### src/rtl/bpx_cfg.svh
/*
  Constants of the one-bit Boolean execution unit: special register
  addresses, flag positions, reset values and decimal-adjust constants.
  Assumes inclusion by bare name from every file that needs them.
*/
`ifndef BPX_CFG_SVH
`define BPX_CFG_SVH
`define BPX_RAM_BASE 8'h20
`define BPX_RAM_LAST 8'h2F
`define BPX_SFR_P0 8'h80
`define BPX_SFR_TIMER_CONTROL_REG 8'h88
`define BPX_SFR_P1 8'h90
`define BPX_SFR_P2 8'hA0
`define BPX_SFR_IE 8'hA8
`define BPX_SFR_P3 8'hB0
`define BPX_SFR_IP 8'hB8
`define BPX_SFR_PSW 8'hD0
`define BPX_SFR_ACC 8'hE0
`define BPX_SFR_B 8'hF0
`define BPX_PSW_CY 7
`define BPX_PSW_AC 6
`define BPX_PSW_OV 2
`define BPX_PSW_P 0
`define BPX_TIMER_CONTROL_REG_TF1 7
`define BPX_TIMER_CONTROL_REG_TR1 6
`define BPX_TIMER_CONTROL_REG_TF0 5
`define BPX_TIMER_CONTROL_REG_TR0 4
`define BPX_PORT_RST 8'hFF
`define BPX_ZERO_RST 8'h00
`define BPX_DA_LIMIT 4'h9
`define BPX_DA_LOW 9'h006
`define BPX_DA_HIGH 9'h060
`endif

### src/rtl/bpx_pkg.sv
/*
  Types of the Boolean execution unit: operation codes and states.
  Assumes the decoder in front of the unit already mapped opcodes.
*/
package bpx_pkg;
  typedef enum logic [4:0] {
    OP_NOP, OP_SET_C, OP_ZERO_C, OP_INVERT_C,
    OP_SET_BIT_OP, OP_ZERO_BIT_OP, OP_INVERT_BIT_OP,
    OP_MOV_C_BIT, OP_MOV_BIT_C,
    OP_AND_CARRY_OP, OP_AND_CARRY_NOT, OP_OR_CARRY_OP, OP_OR_CARRY_NOT,
    OP_JUMP_ON_CARRY, OP_JUMP_ON_NO_CARRY,
    OP_JUMP_ON_BIT_SET, OP_JUMP_ON_BIT_CLEAR, OP_JUMP_TEST_AND_CLEAR,
    OP_SHORT_RELATIVE_JUMP,
    OP_ROTATE_LEFT_VIA_CARRY, OP_ROTATE_RIGHT_VIA_CARRY,
    OP_SUM, OP_SUM_WITH_CARRY_IN, OP_SUBTRACT_WITH_BORROW,
    OP_DECIMAL_ADJUST, OP_COMPARE_JUMP_UNEQUAL_ACC,
    OP_COMPARE_JUMP_UNEQUAL_REG, OP_LOAD_PSW, OP_LOAD_ACC
  } bpx_op_e;
  typedef enum {ST_IDLE, ST_BUSY} bpx_state_e;
endpackage

### src/rtl/bpx_bitram.sv
/*
  Bit-addressable RAM block holding the 128 software flags.
  Assumes the caller only presents direct bit addresses 0 to 127.
*/
`timescale 1ns/100ps
`include "bpx_cfg.svh"
module bpx_bitram import bpx_pkg::*; #(
  parameter int BYTES = `BPX_RAM_LAST - `BPX_RAM_BASE + 1
) (
  // Clock and control
  input wire logic core_clk_i,
  input wire logic nrst_i,
  input wire logic ce_i,
  // Bit access
  input wire logic [6:0] rd_idx_i,
  output logic rd_bit_o,
  input wire logic wr_en_i,
  input wire logic [6:0] wr_idx_i,
  input wire logic wr_val_i
);
  logic [7:0] mem [BYTES];

  assign rd_bit_o = mem[rd_idx_i[6:3]][rd_idx_i[2:0]];

  always_ff @(posedge core_clk_i or negedge nrst_i) begin
    if (!nrst_i) begin
      for (int k = 0; k < BYTES; k++) begin
        mem[k] <= `BPX_ZERO_RST;
      end
    end else if (ce_i && wr_en_i) begin
      mem[wr_idx_i[6:3]][wr_idx_i[2:0]] <= wr_val_i;
    end
  end
endmodule

### src/rtl/bpx_exec.sv
/*
  Execution unit of the one-bit Boolean processor with the byte
  operations that touch the carry, and the bit-addressable registers.
  Assumes a fetch stage supplies the decoded operation, the bit
  address, displacement, operand bytes and the incremented program
  counter, and takes the branch target from target_o.
*/
`timescale 1ns/100ps
`include "bpx_cfg.svh"
module bpx_exec import bpx_pkg::*; (
  // Clock and control
  input wire logic core_clk_i,
  input wire logic nrst_i,
  input wire logic ce_i,
  // Instruction request
  input wire logic valid_i,
  input wire bpx_op_e op_i,
  input wire logic [7:0] bit_addr_i,
  input wire logic [7:0] rel_i,
  input wire logic [7:0] data_i,
  input wire logic [7:0] lhs_i,
  input wire logic [15:0] next_pc_i,
  // Pins and timer events
  input wire logic [7:0] p0_pin_i,
  input wire logic [7:0] p1_pin_i,
  input wire logic [7:0] p2_pin_i,
  input wire logic [7:0] p3_pin_i,
  input wire logic tf0_set_i,
  input wire logic tf1_set_i,
  // Completion
  output logic ready_o,
  output logic done_o,
  output logic branch_o,
  output logic [15:0] target_o,
  // Register state
  output logic carry_o,
  output logic [7:0] acc_o,
  output logic [7:0] b_o,
  output logic [7:0] psw_o,
  output logic [7:0] timer_control_reg_o,
  output logic [7:0] ie_o,
  output logic [7:0] ip_o,
  output logic tr0_o,
  output logic tr1_o,
  output logic [7:0] p0_o,
  output logic [7:0] p1_o,
  output logic [7:0] p2_o,
  output logic [7:0] p3_o
);
  localparam logic [7:0] PORT_SFR [4] = '{`BPX_SFR_P0, `BPX_SFR_P1,
                                          `BPX_SFR_P2, `BPX_SFR_P3};

  function automatic logic two_cycle(input bpx_op_e op);
    case (op)
      OP_MOV_BIT_C, OP_AND_CARRY_OP, OP_AND_CARRY_NOT,
      OP_OR_CARRY_OP, OP_OR_CARRY_NOT, OP_JUMP_ON_CARRY,
      OP_JUMP_ON_NO_CARRY, OP_JUMP_ON_BIT_SET, OP_JUMP_ON_BIT_CLEAR,
      OP_JUMP_TEST_AND_CLEAR, OP_SHORT_RELATIVE_JUMP,
      OP_COMPARE_JUMP_UNEQUAL_ACC,
      OP_COMPARE_JUMP_UNEQUAL_REG: return 1'b1;
      default: return 1'b0;
    endcase
  endfunction

  // Byte that holds a special-register bit
  function automatic logic [7:0] sfr_base(input logic [7:0] a);
    return {a[7:3], 3'b000};
  endfunction

  function automatic logic hits(input logic [7:0] a,
                                input logic [7:0] base);
    return a[7] && (sfr_base(a) == base);
  endfunction

  bpx_state_e state;
  logic cnt;
  bpx_op_e cap_op;
  logic [7:0] cap_addr, cap_rel, cap_data, cap_lhs;
  logic [15:0] cap_pc;
  logic [7:0] acc, b_reg, program_status_word, timer_control_reg, ie, ip;
  logic [7:0] port_q [4];
  logic [31:0] pin_meta, pin_sync;
  logic exec_now, ram_bit, src_bit, latch_bit, bw_en, bw_val, take;
  logic [7:0] rd_byte, rmw_byte, next_acc, next_psw;
  logic [2:0] pos;
  logic [8:0] add_full, sub_full, da_t;
  logic [4:0] add_lo, sub_lo;
  logic add_cin, da_cy;
  logic [15:0] rel_ext;

  assign pos = cap_addr[2:0];
  assign exec_now = ce_i && (state == ST_BUSY) && !cnt;
  assign rel_ext = {{8{cap_rel[7]}}, cap_rel};

  // Pins change outside our clock, so two stages before any reader
  always_ff @(posedge core_clk_i or negedge nrst_i) begin
    if (!nrst_i) begin
      pin_meta <= 32'h00000000;
      pin_sync <= 32'h00000000;
    end else if (ce_i) begin
      pin_meta <= {p3_pin_i, p2_pin_i, p1_pin_i, p0_pin_i};
      pin_sync <= pin_meta;
    end
  end

  always_ff @(posedge core_clk_i or negedge nrst_i) begin
    if (!nrst_i) begin
      state <= ST_IDLE;
      cnt <= 1'b0;
      ready_o <= 1'b1;
    end else if (ce_i) begin
      case (state)
        ST_IDLE: begin
          if (valid_i) begin
            state <= ST_BUSY;
            cnt <= two_cycle(op_i);
            ready_o <= 1'b0;
          end
        end
        ST_BUSY: begin
          if (cnt) begin
            cnt <= 1'b0;
          end else begin
            state <= ST_IDLE;
            ready_o <= 1'b1;
          end
        end
        default: begin
          state <= ST_IDLE;
          ready_o <= 1'b1;
        end
      endcase
    end
  end

  always_ff @(posedge core_clk_i or negedge nrst_i) begin
    if (!nrst_i) begin
      cap_op <= OP_NOP;
      cap_addr <= `BPX_ZERO_RST;
      cap_rel <= `BPX_ZERO_RST;
      cap_data <= `BPX_ZERO_RST;
      cap_lhs <= `BPX_ZERO_RST;
      cap_pc <= 16'h0000;
    end else if (ce_i && ready_o && valid_i) begin
      cap_op <= op_i;
      cap_addr <= bit_addr_i;
      cap_rel <= rel_i;
      cap_data <= data_i;
      cap_lhs <= lhs_i;
      cap_pc <= next_pc_i;
    end
  end

  bpx_bitram u_ram (
    .core_clk_i(core_clk_i),
    .nrst_i(nrst_i),
    .ce_i(ce_i),
    .rd_idx_i(cap_addr[6:0]),
    .rd_bit_o(ram_bit),
    .wr_en_i(exec_now && bw_en && !cap_addr[7]),
    .wr_idx_i(cap_addr[6:0]),
    .wr_val_i(bw_val)
  );

  // Tests read the pins; modify operations read the output latch
  always_comb begin
    rd_byte = `BPX_ZERO_RST;
    rmw_byte = `BPX_ZERO_RST;
    case (sfr_base(cap_addr))
      `BPX_SFR_P0: begin
        rd_byte = pin_sync[7:0];
        rmw_byte = port_q[0];
      end
      `BPX_SFR_P1: begin
        rd_byte = pin_sync[15:8];
        rmw_byte = port_q[1];
      end
      `BPX_SFR_P2: begin
        rd_byte = pin_sync[23:16];
        rmw_byte = port_q[2];
      end
      `BPX_SFR_P3: begin
        rd_byte = pin_sync[31:24];
        rmw_byte = port_q[3];
      end
      `BPX_SFR_TIMER_CONTROL_REG: rd_byte = timer_control_reg;
      `BPX_SFR_IE: rd_byte = ie;
      `BPX_SFR_IP: rd_byte = ip;
      `BPX_SFR_PSW: rd_byte = program_status_word;
      `BPX_SFR_ACC: rd_byte = acc;
      `BPX_SFR_B: rd_byte = b_reg;
      default: rd_byte = `BPX_ZERO_RST;
    endcase
    if (!rmw_byte_is_port(sfr_base(cap_addr))) begin
      rmw_byte = rd_byte;
    end
    src_bit = cap_addr[7] ? rd_byte[pos] : ram_bit;
    latch_bit = cap_addr[7] ? rmw_byte[pos] : ram_bit;
  end

  function automatic logic rmw_byte_is_port(input logic [7:0] a);
    return (a == `BPX_SFR_P0) || (a == `BPX_SFR_P1) ||
           (a == `BPX_SFR_P2) || (a == `BPX_SFR_P3);
  endfunction

  // Byte arithmetic and decimal adjust
  always_comb begin
    add_cin = (cap_op == OP_SUM_WITH_CARRY_IN) && program_status_word[`BPX_PSW_CY];
    add_full = {1'b0, acc} + {1'b0, cap_data} + {8'h00, add_cin};
    add_lo = {1'b0, acc[3:0]} + {1'b0, cap_data[3:0]} + {4'h0, add_cin};
    sub_full = {1'b0, acc} - {1'b0, cap_data} -
               {8'h00, program_status_word[`BPX_PSW_CY]};
    sub_lo = {1'b0, acc[3:0]} - {1'b0, cap_data[3:0]} -
             {4'h0, program_status_word[`BPX_PSW_CY]};
    da_t = {1'b0, acc};
    da_cy = program_status_word[`BPX_PSW_CY];
    if ((acc[3:0] > `BPX_DA_LIMIT) || program_status_word[`BPX_PSW_AC]) begin
      da_t = da_t + `BPX_DA_LOW;
    end
    if (da_t[8] || da_cy || (da_t[7:4] > `BPX_DA_LIMIT)) begin
      da_t = da_t + `BPX_DA_HIGH;
      da_cy = 1'b1;
    end
    da_cy = da_cy || da_t[8];
  end

  always_comb begin
    next_acc = acc;
    next_psw = program_status_word;
    bw_en = 1'b0;
    bw_val = 1'b0;
    take = 1'b0;
    case (cap_op)
      OP_SET_C: next_psw[`BPX_PSW_CY] = 1'b1;
      OP_ZERO_C: next_psw[`BPX_PSW_CY] = 1'b0;
      OP_INVERT_C: next_psw[`BPX_PSW_CY] = !program_status_word[`BPX_PSW_CY];
      OP_SET_BIT_OP: begin
        bw_en = 1'b1;
        bw_val = 1'b1;
      end
      OP_ZERO_BIT_OP: bw_en = 1'b1;
      OP_INVERT_BIT_OP: begin
        bw_en = 1'b1;
        bw_val = !latch_bit;
      end
      OP_MOV_C_BIT: next_psw[`BPX_PSW_CY] = src_bit;
      OP_MOV_BIT_C: begin
        bw_en = 1'b1;
        bw_val = program_status_word[`BPX_PSW_CY];
      end
      // Source bit is only read here, never written back
      OP_AND_CARRY_OP: next_psw[`BPX_PSW_CY] =
          program_status_word[`BPX_PSW_CY] && src_bit;
      OP_AND_CARRY_NOT: next_psw[`BPX_PSW_CY] =
          program_status_word[`BPX_PSW_CY] && !src_bit;
      OP_OR_CARRY_OP: next_psw[`BPX_PSW_CY] =
          program_status_word[`BPX_PSW_CY] || src_bit;
      OP_OR_CARRY_NOT: next_psw[`BPX_PSW_CY] =
          program_status_word[`BPX_PSW_CY] || !src_bit;
      OP_JUMP_ON_CARRY: take = program_status_word[`BPX_PSW_CY];
      OP_JUMP_ON_NO_CARRY: take = !program_status_word[`BPX_PSW_CY];
      OP_JUMP_ON_BIT_SET: take = src_bit;
      OP_JUMP_ON_BIT_CLEAR: take = !src_bit;
      OP_JUMP_TEST_AND_CLEAR: begin
        take = latch_bit;
        bw_en = latch_bit;
      end
      OP_SHORT_RELATIVE_JUMP: take = 1'b1;
      OP_ROTATE_LEFT_VIA_CARRY: begin
        next_acc = {acc[6:0], program_status_word[`BPX_PSW_CY]};
        next_psw[`BPX_PSW_CY] = acc[7];
      end
      OP_ROTATE_RIGHT_VIA_CARRY: begin
        next_acc = {program_status_word[`BPX_PSW_CY], acc[7:1]};
        next_psw[`BPX_PSW_CY] = acc[0];
      end
      OP_SUM, OP_SUM_WITH_CARRY_IN: begin
        next_acc = add_full[7:0];
        next_psw[`BPX_PSW_CY] = add_full[8];
        next_psw[`BPX_PSW_AC] = add_lo[4];
        next_psw[`BPX_PSW_OV] = (acc[7] == cap_data[7]) &&
                                (add_full[7] != acc[7]);
      end
      OP_SUBTRACT_WITH_BORROW: begin
        next_acc = sub_full[7:0];
        next_psw[`BPX_PSW_CY] = sub_full[8];
        next_psw[`BPX_PSW_AC] = sub_lo[4];
        next_psw[`BPX_PSW_OV] = (acc[7] != cap_data[7]) &&
                                (sub_full[7] != acc[7]);
      end
      OP_DECIMAL_ADJUST: begin
        next_acc = da_t[7:0];
        next_psw[`BPX_PSW_CY] = da_cy;
      end
      OP_COMPARE_JUMP_UNEQUAL_ACC: begin
        take = acc != cap_data;
        next_psw[`BPX_PSW_CY] = acc < cap_data;
      end
      OP_COMPARE_JUMP_UNEQUAL_REG: begin
        take = cap_lhs != cap_data;
        next_psw[`BPX_PSW_CY] = cap_lhs < cap_data;
      end
      OP_LOAD_PSW: next_psw = cap_data;
      OP_LOAD_ACC: next_acc = cap_data;
      default: take = 1'b0;
    endcase
    if (bw_en && hits(cap_addr, `BPX_SFR_ACC)) begin
      next_acc[pos] = bw_val;
    end
    if (bw_en && hits(cap_addr, `BPX_SFR_PSW)) begin
      next_psw[pos] = bw_val;
    end
    // Parity always follows the accumulator, writes to it are lost
    next_psw[`BPX_PSW_P] = ^next_acc;
  end

  always_ff @(posedge core_clk_i or negedge nrst_i) begin
    if (!nrst_i) begin
      acc <= `BPX_ZERO_RST;
      program_status_word <= `BPX_ZERO_RST;
    end else if (exec_now) begin
      acc <= next_acc;
      program_status_word <= next_psw;
    end
  end

  always_ff @(posedge core_clk_i or negedge nrst_i) begin
    if (!nrst_i) begin
      b_reg <= `BPX_ZERO_RST;
      ie <= `BPX_ZERO_RST;
      ip <= `BPX_ZERO_RST;
    end else if (exec_now && bw_en) begin
      if (hits(cap_addr, `BPX_SFR_B)) b_reg[pos] <= bw_val;
      if (hits(cap_addr, `BPX_SFR_IE)) ie[pos] <= bw_val;
      if (hits(cap_addr, `BPX_SFR_IP)) ip[pos] <= bw_val;
    end
  end

  // A timer event in the same cycle as a clear keeps the flag set
  always_ff @(posedge core_clk_i or negedge nrst_i) begin
    if (!nrst_i) begin
      timer_control_reg <= `BPX_ZERO_RST;
    end else if (ce_i) begin
      if (exec_now && bw_en && hits(cap_addr, `BPX_SFR_TIMER_CONTROL_REG)) begin
        timer_control_reg[pos] <= bw_val;
      end
      if (tf0_set_i) timer_control_reg[`BPX_TIMER_CONTROL_REG_TF0] <= 1'b1;
      if (tf1_set_i) timer_control_reg[`BPX_TIMER_CONTROL_REG_TF1] <= 1'b1;
    end
  end

  for (genvar i = 0; i < 4; i++) begin : g_port
    always_ff @(posedge core_clk_i or negedge nrst_i) begin
      if (!nrst_i) begin
        port_q[i] <= `BPX_PORT_RST;
      end else if (exec_now && bw_en && hits(cap_addr, PORT_SFR[i])) begin
        port_q[i][pos] <= bw_val;
      end
    end
  end

  always_ff @(posedge core_clk_i or negedge nrst_i) begin
    if (!nrst_i) begin
      done_o <= 1'b0;
      branch_o <= 1'b0;
      target_o <= 16'h0000;
    end else if (ce_i) begin
      done_o <= exec_now;
      branch_o <= exec_now && take;
      if (exec_now) begin
        target_o <= cap_pc + rel_ext;
      end
    end
  end

  assign carry_o = program_status_word[`BPX_PSW_CY];
  assign acc_o = acc;
  assign b_o = b_reg;
  assign psw_o = program_status_word;
  assign timer_control_reg_o = timer_control_reg;
  assign ie_o = ie;
  assign ip_o = ip;
  assign tr0_o = timer_control_reg[`BPX_TIMER_CONTROL_REG_TR0];
  assign tr1_o = timer_control_reg[`BPX_TIMER_CONTROL_REG_TR1];
  assign p0_o = port_q[0];
  assign p1_o = port_q[1];
  assign p2_o = port_q[2];
  assign p3_o = port_q[3];
endmodule

### config.mk
export PLATFORM = sky130hd
export DESIGN_NAME = bpx_exec
export DESIGN_NICKNAME = d
export VERILOG_FILES = /design/src/rtl/bpx_pkg.sv /design/src/rtl/bpx_bitram.sv /design/src/rtl/bpx_exec.sv
export VERILOG_INCLUDE_DIRS = /design/src /design/src/rtl
export SDC_FILE = /design/constraint.sdc
export NUM_CORES = 1
export LEC_CHECK = 0
export BUFFER_PORTS_ARGS = -buffer_cell sky130_fd_sc_hd__buf_2
export CAP_MARGIN = 30
export CORE_ASPECT_RATIO = 0.7
export CORE_MARGIN = 2
export CORE_UTILIZATION = 35
export DETAILED_ROUTE_END_ITERATION = 6
export GPL_ROUTABILITY_DRIVEN = 1
export PLACE_DENSITY = 0.51
export SYNTH_ARGS = -nofsm -noshare
export SYNTH_HDL_FRONTEND = slang
export SYNTH_SLANG_ARGS = --single-unit
### constraint.sdc
create_clock -name core_clk_i -period 7.4 [get_ports core_clk_i]
set_input_delay 0.74 -clock core_clk_i [delete_from_list [all_inputs] [get_ports core_clk_i]]
set_output_delay 0.74 -clock core_clk_i [all_outputs]
set_load 0.05 [all_outputs]
==> results by group <==
Status
  – Status: complete, no violations

Synth
  – Top-area cell type share of the netlist area: 0.4029
  – Synth Flop Type: dfrtp_1
  – Most frequent cell after synthesis: dfrtp_1
  – Cell taking the most area after synthesis: dfrtp_1
  – Number of flops mapped to enable cells by yosys: 0
  – Syn Inst Count: 1828
  – Unique masters post-synth: 90
  – Post-synthesis instance area: 0.01944 mm²
  – Register bit count reported by yosys: 346
  – Syn nets: 1979
  – Mean area per synthesized cell: 10.64 µm²
  – Register area share after synthesis: 0.4475
  – Synth async-reset ratio: 1.000
  – Largest cells by area after synthesis: dfrtp_1 40%, mux2_2 18%, dfstp_2 4.5%
  – Synthesis warning total: 0
  – Post-synth top cells: 313 x dfrtp_1, 307 x mux2_2, 207 x nand2_1, 142 x nor2_1, 65 x clkbuf_1

Detailed routing
  – Via/cell ratio: 5.502
  – Routed Antenna Nets: 0
  – Final wirelength: 62300 µm
  – DR WL/cell: 22.82 µm
  – Post-route DRC: 0
  – Vias: 15.02k
  – First-pass DRT Iterations: 6
  – Initial DRC Count: 1563

Floorplan
  – Site Rows: 72
  – # IOs: 193
  – Die extent in x: 285.7 µm
  – Core area: 0.05504 mm²
  – Initial Util: 0.3532
  – DIE AREA: 0.05748 mm²
  – Overall die height: 201.2 µm

GRT
  – Met2 GRT Util: 0.2954
  – GRT Total Usage: 0.2147
  – Initial antenna violation count: 4
  – GRT met3 Usage: 0.04796
  – GRT Max-Usage Layer: met1
  – Largest net degree at the start of global routing: 170
  – Vias in the first global route: 14.70k
  – First-pass GRT wire length: 94810 µm
  – Grt ovf: 0
  – GRT met1 Usage: 0.3380

STA
  – Setup TNS: 0 ps
  – RSZ-0062 raised after global routing: no
  – Worst-Margin Slew: 1208 ps
  – Fin crit share: 0.7237
  – # setup viols final: 0
  – Post-layout min period: 5355 ps
  – Final WS setup: 2045 ps
  – Final Hold Viols: 0
  – Slew headroom: 0.1946
  – Clk_skew: 23.15 ps
  – Max-slew violations: 0
  – FMAX: 0.1867 GHz

Clocking
  – Post-CTS Resized: 0
  – H-tree Lvls: 2
  – CTS tree: built
  – Reg clk slew, reported paths: 60 ps
  – Clock Path Buffers: 3
  – TritonCTS buffer count: 39
  – Hold buffers post-CTS: 0
  – Post-CTS setup buffers: 0
  – Skew-Pair Late Insertion Delay: 550 ps
  – Root Driver: clkbuf_16
  – CTS Sinks: 346

Power and ir drop
  – Leak Pwr: 0.01008 µW
  – Max VDD drop: 171.1 µV
  – Pwr per Cell Area: 384.7 mW/mm²

Worst setup path
  – Arrival time at the worst endpoint: 5790 ps
  – CP Capture Type: flop
  – Critical Path RT: 7830 ps
  – FF-to-FF path depth: 13
  – Worst-path fanout max: 16
  – Crit Path Class: reg -> reg
  – CP Launch Type: flop

Job
  – MaxCap Viol Count: 0

Placement
  – Gpl congestion: 0.9030
  – PortBufs: 192
  – Detail Placement HPWL: 44410 µm
  – Dpl ws: 2130 ps

Layout
  – P&R area growth vs syn: 14.76%
  – NumNets Final: 2108
  – Layout cells sized above 1: 0.3377

Worst hold path
  – Hold Path Class: in -> async
-- cell usage in the layout (no fill, tap or decap), drive strengths merged, types with 11 or more instances in the layout --
cell type	n
and2	19
nand3	44
inv	63
a21oi	60
nor2	144
a22oi	29
clkbuf	64
nand4	21
a211oi	11
buf	217
dfstp	33
a31oi	12
o21ai	60
mux2	308
nor3	26
mux2i	36
dfrtp	313
nor2b	15
and3	31
nand2	208
o2111ai	11
mux4	19
ha	55
xnor2	28
-- critical path, cell delays in order, from the launching register on --
cell and delay [ps]:
dfrtp_1 570, buf_4 320, nor2_2 640, and2_1 600, a222oi_1 210, and4_1 240, a41oi_1 250, nand4_1 300
a221oi_2 930, nand2_1 220, o221a_2 310, xor2_1 140, xnor3_1 220, mux2_4 260
-- sequential cells by signal, indices dropped and copies added (netlist names), 5 cells and up --
name,cells
u_ram.mem,128
pin_meta,32
pin_sync,32
cap_pc,16
target_o,16
acc_o,8
b_o,8
cap_addr,8
cap_data,8
cap_lhs,8
cap_rel,8
ie_o,8
ip_o,8
p0_o,8
p1_o,8
p2_o,8
p3_o,8
psw_o,8
timer_control_reg_o,8
cap_op,5
-- metrics by stage --
step	instances	instance area, µm²	hold slack [ps]	power [µW]	utilization
floorplan	1828	19440	444.4	5350	-
global placement	2653	20920	459.5	6445	0.3801
detailed placement	2656	20970	462.4	6517	0.3809
CTS	2727	22310	356.8	8586	0.4052
global route	2729	22310	393.7	9114	0.4053
finish	2730	22310	287.3	8584	0.4054
-- final timing paths --
check	startpoint	end	slack, ps
worst max-delay path	cap_addr[3]$_DFFE_PN0P_	psw_o[0]$_DFFE_PN0P_	2040
worst min-delay path	nrst_i	u_ram.mem[72]$_DFFE_PN0P_	290
worst max register to register	cap_addr[3]$_DFFE_PN0P_	psw_o[0]$_DFFE_PN0P_	2040
worst min register to register	target_o[0]$_DFFE_PN0P_	target_o[0]$_DFFE_PN0P_	480
max in group asynchronous	nrst_i	b_o[6]$_DFFE_PN0P_	5480
min in group core_clk_i	rel_i[7]	cap_rel[7]$_DFFE_PN0P_	420
-- cells by family (layout without fill, tap and decap cells) --
group / after synthesis / in the layout / share of synthesized area
buffers and inverters: 192 / 351 / 0.04485
AND/OR/NAND/NOR: 543 / 543 / 0.1288
flip-flops: 346 / 346 / 0.4475
other: 0 / 3 / 0
adder cells (fa/ha/maj): 60 / 60 / 0.04054
XOR/XNOR: 37 / 37 / 0.01738
multiplexers: 363 / 363 / 0.2191
AO/OA/AOI/OAI: 287 / 287 / 0.1019
-- report_power, final --
group	total [µW]	switching [µW]	internal (µW)	leakage, µW
logic	3930	2510	1420	0.00504
registers	2630	462	2170	0.00439
clock network	2020	811	1210	0.000651
total	8580	3780	4800	0.0101
-- area by class of cell --
class	count	area [µm²]
timing repair buffer	217	1197
inverter	63	236.5
fill	5374	32730
antenna	3	7.507
tap	740	925.9
clock inverter	7	105.1
clock buffer	64	1232
sequential	346	8701
multi-input combinational	1290	9907
-- per-layer routing --
layer | up-vias | routed length, µm
li1 | 6789 | -
met1 | 7580 | 30140
met2 | 586 | 25820
met3 | 66 | 5293
met4 | 0 | 1037
met5 | - | 0
No activity file was read; power rests on OpenSTA's default activity.
